[src/verilog/sfida_pkg.sv]
// Shared constants for the serial FIFO interrupt and data access block.
`default_nettype none
package sfida_pkg;
    // ------------------------------------------------------------------
    // Register map
    // ------------------------------------------------------------------
    localparam int          ADDR_W          = 12;
    localparam logic [11:0] OFS_IRQ_EN_SET  = 12'h0e10;
    localparam logic [11:0] OFS_IRQ_EN_CLR  = 12'h0e14;
    localparam logic [11:0] OFS_IRQ_STATUS  = 12'h0e18;
    localparam logic [11:0] OFS_TX_PUSH     = 12'h0e20;
    localparam logic [11:0] OFS_RX_POP      = 12'h0e30;
    localparam logic [11:0] OFS_RX_PEEK     = 12'h0e40;

    // ------------------------------------------------------------------
    // Field layout
    // ------------------------------------------------------------------
    localparam int          BIT_TX_ERROR    = 0;
    localparam int          BIT_RX_ERROR    = 1;
    localparam int          BIT_TX_LEVEL    = 2;
    localparam int          BIT_RX_LEVEL    = 3;
    localparam int          BIT_PERIPH_IRQ  = 4;
    localparam int          NUM_IRQ_EN      = 4;
    localparam int          CHAR_W          = 9;
    localparam int          BIT_FRAMING_ERR = 13;
    localparam int          BIT_PARITY_ERR  = 14;
    localparam int          BIT_NOISE       = 15;
    localparam int          RX_ENTRY_W      = CHAR_W + 3;
    localparam int          TRIG_W          = 4;

    // ------------------------------------------------------------------
    // Reset values and encodings
    // ------------------------------------------------------------------
    localparam logic [3:0]  IRQ_EN_RESET    = 4'h0;
    localparam int          FIFO_DEPTH      = 16;
    localparam logic [1:0]  CHAR_LEN_7      = 2'h0;
    localparam logic [1:0]  CHAR_LEN_8      = 2'h1;
endpackage : sfida_pkg
`default_nettype wire

[src/verilog/sfida_top.sv]
// Interrupt enables, interrupt status and data push/pop access for the serial FIFOs.
`default_nettype none
// Notes on behaviour
// - Enabled transmit error flag raises the interrupt; disabled it does not.
// - Enabled receive error flag raises the interrupt; disabled it does not.
// - Transmit level interrupt when fill falls to trigger, if both enables set.
// - Receive level interrupt when fill rises above trigger, if both enables set.
// - Ones written to enable-clear bits 3:0 clear enables; zeros do nothing.
// - Enable-set and enable-clear both read back the four enables.
// - Status shows pending AND enable per source plus peripheral interrupt bit 4.
// - Writing transmit data pushes bits 8:0 as one character.
// - Receive data read returns oldest character, masked to configured length.
// - Bit 13 of receive read flags a framing error for that character.
// - Bit 14 of receive read flags a parity error for that character.
// - Error flags are stored per entry with their character.
// - Bit 15 of receive read carries that character's noise flag.
// - Receive read pops the entry; peek register returns it without popping.
// - Transmit trigger 0 means empty; value n means drained to n entries.
// - Receive trigger 0 means one entry; value n means n+1 entries.
module sfida_top
    import sfida_pkg::*;
#(
    parameter int DEPTH = FIFO_DEPTH
) (
    // Clock and reset
    input  wire logic                  sys_clk,
    input  wire logic                  rst_n,
    // Register port
    input  wire logic [ADDR_W-1:0]     reg_addr,
    input  wire logic                  reg_write,
    input  wire logic                  reg_read,
    input  wire logic [31:0]           reg_wdata,
    output logic      [31:0]           reg_rdata,
    output logic                       reg_rvalid,
    // Configuration and flags held elsewhere in the serial port
    input  wire logic                  tx_error,
    input  wire logic                  rx_error,
    input  wire logic                  tx_level_trigger_enable,
    input  wire logic                  rx_level_trigger_enable,
    input  wire logic [TRIG_W-1:0]     tx_level_trigger,
    input  wire logic [TRIG_W-1:0]     rx_level_trigger,
    input  wire logic [1:0]            char_length,
    input  wire logic [1:0]            parity_select,
    input  wire logic                  peripheral_irq,
    // Transmitter side
    output logic                       tx_valid,
    output logic      [CHAR_W-1:0]     tx_char,
    input  wire logic                  tx_ready,
    // Receiver side
    input  wire logic                  rx_valid,
    input  wire logic [CHAR_W-1:0]     rx_char,
    input  wire logic                  framing_error,
    input  wire logic                  parity_error,
    input  wire logic                  rx_noise_seen,
    output logic                       rx_ready,
    // Fill levels and interrupt
    output logic      [$clog2(DEPTH+1)-1:0] tx_fill,
    output logic      [$clog2(DEPTH+1)-1:0] rx_fill,
    output logic                       fifo_irq
);
    localparam int CNT_W = $clog2(DEPTH+1);

    // The trigger fields can only name levels up to the depth of the stores.
    if (DEPTH != (1 << TRIG_W)) begin : g_depth_check
        $error("sfida_top: DEPTH must match the trigger field range");
    end

    // ------------------------------------------------------------------
    // Helpers
    // ------------------------------------------------------------------
    // Parity is checked by the receiver and never stored with the data,
    // so only the character length decides how many bits are valid.
    function automatic logic [CHAR_W-1:0] char_mask(input logic [1:0] len);
        logic [CHAR_W-1:0] m;
        m = 9'h01ff;
        if (len == CHAR_LEN_7) begin
            m = 9'h007f;
        end else if (len == CHAR_LEN_8) begin
            m = 9'h00ff;
        end
        return m;
    endfunction

    function automatic logic [31:0] rx_word(input logic [RX_ENTRY_W-1:0] e,
                                            input logic [1:0]            len);
        logic [31:0] w;
        w                  = '0;
        w[CHAR_W-1:0]      = e[CHAR_W-1:0] & char_mask(len);
        w[BIT_FRAMING_ERR] = e[CHAR_W];
        w[BIT_PARITY_ERR]  = e[CHAR_W+1];
        w[BIT_NOISE]       = e[CHAR_W+2];
        return w;
    endfunction

    // ------------------------------------------------------------------
    // Decode
    // ------------------------------------------------------------------
    logic wr_set;
    logic wr_clr;
    logic wr_push;
    logic rd_pop;

    assign wr_set  = reg_write && (reg_addr == OFS_IRQ_EN_SET);
    assign wr_clr  = reg_write && (reg_addr == OFS_IRQ_EN_CLR);
    assign wr_push = reg_write && (reg_addr == OFS_TX_PUSH);
    assign rd_pop  = reg_read && (reg_addr == OFS_RX_POP);

    // ------------------------------------------------------------------
    // Interrupt enables
    // ------------------------------------------------------------------
    logic [NUM_IRQ_EN-1:0] irq_en_q;

    always_ff @(posedge sys_clk) begin
        if (!rst_n) begin
            irq_en_q <= IRQ_EN_RESET;
        end else if (wr_set) begin
            irq_en_q <= irq_en_q | reg_wdata[NUM_IRQ_EN-1:0];
        end else if (wr_clr) begin
            irq_en_q <= irq_en_q & ~reg_wdata[NUM_IRQ_EN-1:0];
        end
    end

    // ------------------------------------------------------------------
    // Transmit FIFO
    // ------------------------------------------------------------------
    logic             tx_full;
    logic             tx_empty;
    logic [CNT_W-1:0] tx_count;

    sfida_fifo #(
        .WIDTH (CHAR_W),
        .DEPTH (DEPTH)
    ) u_tx_fifo (
        .sys_clk   (sys_clk),
        .rst_n     (rst_n),
        .push      (wr_push),
        .push_data (reg_wdata[CHAR_W-1:0]),
        .pop       (tx_ready && !tx_empty),
        .head_data (tx_char),
        .count     (tx_count),
        .full      (tx_full),
        .empty     (tx_empty)
    );

    assign tx_valid = !tx_empty;
    assign tx_fill  = tx_count;

    // ------------------------------------------------------------------
    // Receive FIFO
    // ------------------------------------------------------------------
    logic                  rx_full;
    logic                  rx_empty;
    logic [CNT_W-1:0]      rx_count;
    logic [RX_ENTRY_W-1:0] rx_head;

    sfida_fifo #(
        .WIDTH (RX_ENTRY_W),
        .DEPTH (DEPTH)
    ) u_rx_fifo (
        .sys_clk   (sys_clk),
        .rst_n     (rst_n),
        .push      (rx_valid),
        .push_data ({rx_noise_seen, parity_error, framing_error, rx_char}),
        .pop       (rd_pop),
        .head_data (rx_head),
        .count     (rx_count),
        .full      (rx_full),
        .empty     (rx_empty)
    );

    assign rx_ready = !rx_full;
    assign rx_fill  = rx_count;

    // ------------------------------------------------------------------
    // Pending sources and status
    // ------------------------------------------------------------------
    logic                  tx_lvl_hit;
    logic                  rx_lvl_hit;
    logic [NUM_IRQ_EN-1:0] pending;
    logic [4:0]            status;

    // Level sources are not latched: they follow the fill against the trigger every cycle,
    // so a trigger hit that ends before software looks leaves no trace.
    assign tx_lvl_hit = tx_level_trigger_enable &&
                        (tx_count <= CNT_W'(tx_level_trigger));
    assign rx_lvl_hit = rx_level_trigger_enable &&
                        (rx_count > CNT_W'(rx_level_trigger));

    always_comb begin
        pending               = '0;
        pending[BIT_TX_ERROR] = tx_error;
        pending[BIT_RX_ERROR] = rx_error;
        pending[BIT_TX_LEVEL] = tx_lvl_hit;
        pending[BIT_RX_LEVEL] = rx_lvl_hit;
    end

    assign status   = {peripheral_irq, pending & irq_en_q};
    assign fifo_irq = |status;

    // ------------------------------------------------------------------
    // Read data
    // ------------------------------------------------------------------
    always_ff @(posedge sys_clk) begin
        if (!rst_n) begin
            reg_rdata  <= '0;
            reg_rvalid <= 1'b0;
        end else begin
            reg_rvalid <= reg_read;
            if (reg_read) begin
                case (reg_addr)
                    OFS_IRQ_EN_SET,
                    OFS_IRQ_EN_CLR: reg_rdata <= {28'h000_0000, irq_en_q};
                    OFS_IRQ_STATUS: reg_rdata <= {27'h000_0000, status};
                    OFS_RX_POP,
                    OFS_RX_PEEK:    reg_rdata <= rx_empty ? 32'h0000_0000 :
                                                 rx_word(rx_head, char_length);
                    default:        reg_rdata <= 32'h0000_0000;
                endcase
            end
        end
    end

    // Parity selection only shapes the receiver; it is accepted here so the
    // port set matches the configuration that governs the stored width.
    logic unused_ok;
    assign unused_ok = ^{parity_select, tx_full};
endmodule : sfida_top
`default_nettype wire

[src/verilog/sfida_fifo.sv]
// Synchronous first-in first-out store with fill count and head view.
`default_nettype none
module sfida_fifo
    import sfida_pkg::*;
#(
    parameter int WIDTH = 9,
    parameter int DEPTH = 16
) (
    // Clock and reset
    input  wire logic                       sys_clk,
    input  wire logic                       rst_n,
    // Fill side
    input  wire logic                       push,
    input  wire logic [WIDTH-1:0]           push_data,
    // Drain side
    input  wire logic                       pop,
    output logic      [WIDTH-1:0]           head_data,
    // State
    output logic      [$clog2(DEPTH+1)-1:0] count,
    output logic                            full,
    output logic                            empty
);
    localparam int PTR_W = $clog2(DEPTH);
    localparam int CNT_W = $clog2(DEPTH+1);

    // The pointers wrap by overflow, so only powers of two are served.
    if (DEPTH < 2 || (DEPTH & (DEPTH - 1)) != 0) begin : g_depth_check
        $error("sfida_fifo: DEPTH must be a power of two of at least 2");
    end

    logic [WIDTH-1:0] mem_q [DEPTH];
    logic [PTR_W-1:0] wr_ptr_q;
    logic [PTR_W-1:0] rd_ptr_q;
    logic [CNT_W-1:0] count_q;
    logic             do_push;
    logic             do_pop;

    assign full      = (count_q == CNT_W'(DEPTH));
    assign empty     = (count_q == '0);
    assign count     = count_q;
    assign head_data = mem_q[rd_ptr_q];
    // Pushing into a full store or popping an empty one is ignored.
    assign do_push   = push && !full;
    assign do_pop    = pop && !empty;

    always_ff @(posedge sys_clk) begin
        if (do_push) begin
            mem_q[wr_ptr_q] <= push_data;
        end
    end

    always_ff @(posedge sys_clk) begin
        if (!rst_n) begin
            wr_ptr_q <= '0;
            rd_ptr_q <= '0;
            count_q  <= '0;
        end else begin
            if (do_push) begin
                wr_ptr_q <= wr_ptr_q + PTR_W'(1);
            end
            if (do_pop) begin
                rd_ptr_q <= rd_ptr_q + PTR_W'(1);
            end
            if (do_push && !do_pop) begin
                count_q <= count_q + CNT_W'(1);
            end else if (do_pop && !do_push) begin
                count_q <= count_q - CNT_W'(1);
            end
        end
    end
endmodule : sfida_fifo
`default_nettype wire

[config.mk]
export PLATFORM = sky130hd
export DESIGN_NAME = sfida_top
export DESIGN_NICKNAME = d
export VERILOG_FILES = /design/src/verilog/sfida_pkg.sv /design/src/verilog/sfida_top.sv /design/src/verilog/sfida_fifo.sv
export SDC_FILE = /design/constraint.sdc
export NUM_CORES = 1
export LEC_CHECK = 0
export BUFFER_PORTS_ARGS = -buffer_cell sky130_fd_sc_hd__buf_4
export CAP_MARGIN = 30
export CORE_MARGIN = 4
export CORE_UTILIZATION = 59
export CTS_CLUSTER_DIAMETER = 150
export DETAILED_ROUTE_END_ITERATION = 12
export GPL_ROUTABILITY_DRIVEN = 0
export PLACE_DENSITY = 0.81
export SYNTH_ARGS = -nofsm -noshare
export SYNTH_HDL_FRONTEND = slang
export SYNTH_HIERARCHICAL = 1
export SYNTH_SLANG_ARGS = --single-unit
export TNS_END_PERCENT = 20
[constraint.sdc]
create_clock -name sys_clk -period 3.8 [get_ports sys_clk]
set_clock_uncertainty 0.1 [all_clocks]
set_input_delay 0.19 -clock sys_clk [delete_from_list [all_inputs] [get_ports sys_clk]]
set_output_delay 0.19 -clock sys_clk [all_outputs]
set_load 0.02 [all_outputs]
==> out/results.txt <==
Max Cap Viol -> 0
Mean Syn Cell Area -> 17.6 um2
Required time of the critical path -> 4.16 ns
FP Rows -> 59
Wirelength per Cell -> 24.2 um
Met3 Use GR -> 4.41%
Clock sinks -> 387
Final ANT Viol Nets -> 0
Least-Margin Pin Slew -> 0.887 ns
Reg2reg end -> u_tx_fifo/count[3]$_SDFFE_PN0P_
Post_cts resized -> 0
Share of layout cells above drive strength 1 -> 26.0%
Post-CTS Hold Fix Bufs -> 30
Hold path depth -> 3
Hold path start -> char_length[0]
CTS root buf -> clkbuf_16
Sum of negative setup slack -> 0 ns
Worst Setup End Kind -> register
Die ar. -> 29500 um2
Final setup vio count -> 0
Largest net degree at the start of global routing -> 40
Net Sw Power -> 1.91 mW
GR Util met2 -> 40.3%
Chip Width -> 172 um
Final hold vios -> 0
CTS buffer count -> 39
Flop pwr share -> 52.8%
Number of global-route vias before repair -> 8844
RR Startpoint -> u_tx_fifo/count[0]$_SDFFE_PN0P_
WHS Endpoint -> reg_rdata[7]$_SDFFE_PN0P_
Highest clock rate -> 0.317 GHz
Post-layout min period -> 3.15 ns
IO Pins -> 134
Final wirelength -> 34300 um
Number of inserted diodes -> 0
Initial DRT Pass Iterations -> 5
P_int -> 7.09 mW
Post-route design area -> 18400 um2
# H-tree levels -> 2
Worst R2R Setup Slack -> 0.65 ns
Vias per cell -> 6.12
DRC -> 0
Routed via count -> 8661
Fin crit share -> 82.9%
Die H -> 172 um
Worst Hold Class -> input port to register
Worst skew pair latency -> 0.54 ns
Hpwl dp -> 20900 um
Starting Density -> 60.4%
Clock power frac -> 40.9%
Fin nets -> 1156
Maximum root-to-sink buffer count -> 3
Reg2reg path depth -> 11
CP Max Fanout -> 6
Synth-to-Final Area Change -> 16.6%
GRT busiest layer -> met2
RSZ-0062 raised after global routing -> no
Clk pin slew, worst setup/hold paths -> 0.06 ns
Grt ovf -> 0
Worst vdd ir -> 492 uV
CTS tree -> built
Net Sw Frac -> 21.2%
Comb pwr share -> 6.2%
PortBufs -> 88
GRT met1 Usage -> 31.3%
CP Launch Type -> register
Pwr dens -> 488 nW/um2
Critical path class -> register to register
Initial antenna violation count -> 0
CP arrival -> 3.51 ns
Cells after synthesis -> 898
Final Util -> 70.4%
Synthesized cell area -> 15800 um2
Pins Over Slew Limit -> 0
Core area -> 26200 um2
Total setup buffers inserted after CTS -> 0
GRT Total Usage -> 23.4%
Max-slew headroom -> 40.7%
Pleak -> 6.29 nW
DRT iter0 DRCs -> 703
Status -> complete, no violations
First-pass GRT wire length -> 52300 um
WHS -> 0.0291 ns
Synth warn -> 6
DP Area -> 16900 um2
[sequential cells by signal, indices dropped and copies added, names as in the netlist, named ones only]
name	cells
u_rx_fifo/rd_ptr_q	4
reg_rdata	12
u_rx_fifo/mem_q	192
reg_rvalid	1
u_tx_fifo/rd_ptr_q	4
u_tx_fifo/count	5
u_tx_fifo/wr_ptr_q	4
u_rx_fifo/wr_ptr_q	4
u_rx_fifo/count	5
u_tx_fifo/mem_q	144
[power groups by stage]
stage	combinational, mW	clock, mW	sequential (mW)
2_1_floorplan	0.311	0	4.84
3_3_place_gp	0.511	0	4.84
3_5_place_dp	0.530	0	4.84
4_1_cts	0.559	3.74	4.75
5_1_grt	0.618	3.94	4.76
6_report	0.561	3.68	4.75
[final cells by class]
type | instances | area, um2
Multi-Input combinational cell | 442 | 4340
Timing Repair Buffer | 151 | 1220
Clock buffer | 58 | 1110
Clock inverter | 14 | 133
Fill cell | 1580 | 7760
Sequential cell | 387 | 11100
Tap cell | 335 | 419
Inverter | 28 | 105
[worst max path at each step]
stage                                          from                              end  slack [ns]  cells past startpoint
floorplan                               reg_addr[1]  u_tx_fifo/count[3]$_SDFFE_PN0P_        0.78                     12
detailed placement                      reg_addr[1]  u_tx_fifo/count[3]$_SDFFE_PN0P_        0.53                     12
global route        u_tx_fifo/count[0]$_SDFFE_PN0P_  u_tx_fifo/count[3]$_SDFFE_PN0P_        0.52                     11
global placement                        reg_addr[1]  u_tx_fifo/count[3]$_SDFFE_PN0P_        0.61                     12
finish              u_tx_fifo/count[0]$_SDFFE_PN0P_  u_tx_fifo/count[3]$_SDFFE_PN0P_        0.65                     11
CTS                 u_tx_fifo/count[0]$_SDFFE_PN0P_  u_tx_fifo/count[3]$_SDFFE_PN0P_        0.68                     11
[layout by cell type, fill, tap and decap left out, types with 5 or more instances in the layout]
cell type,instances
nor3_1,10
inv_1,28
nor2b_1,13
conb_1,20
a31oi_1,6
clkbuf_16,40
a22oi_1,44
nand2_1,42
nand2b_1,13
o21a_1,5
buf_4,120
edfxtp_1,336
nand3_1,18
o21ai_0,5
and2_1,30
dfxtp_1,48
a21oi_1,16
mux2i_1,11
clkinv_2,5
mux4_2,84
xnor2_1,11
nor2_1,29
ha_1,26
clkbuf_1,14
and4_1,6
dlygate4sd3_1,30
[per-stage QoR]
| step | total power, mW | setup WS (ns) | std cells |
|---|---|---|---|
| after global routing | 9.32 | 0.519 | 1415 |
| after global placement | 5.35 | 0.610 | 1313 |
| after floorplan | 5.15 | 0.777 | 917 |
| after detailed placement | 5.37 | 0.534 | 1313 |
| final | 9.00 | 0.649 | 1415 |
| after CTS | 9.05 | 0.676 | 1415 |
[routing by layer]
| layer | wire, um | share of wire, % | up-vias |
|---|---|---|---|
| met1 | 13200 | 38 | 4411 |
| met2 | 18000 | 53 | 386 |
| met5 | 0 | 0 | - |
| met4 | 597 | 1.7 | 0 |
| met3 | 2480 | 7.2 | 43 |
| li1 | - | - | 3821 |
[critical path, cell delays in order, from the launching register on]
cell and delay (ns):
dfxtp_1 0.37, or4_1 0.71, nor2_1 0.21, nor2b_1 0.11, o21ai_4 0.11, ha_1 0.21, inv_1 0.10, ha_1 0.28
a21o_2 0.11, a21oi_1 0.07, or4b_2 0.62, nand3_1 0.09
No activity file was read; power rests on OpenSTA's default activity.
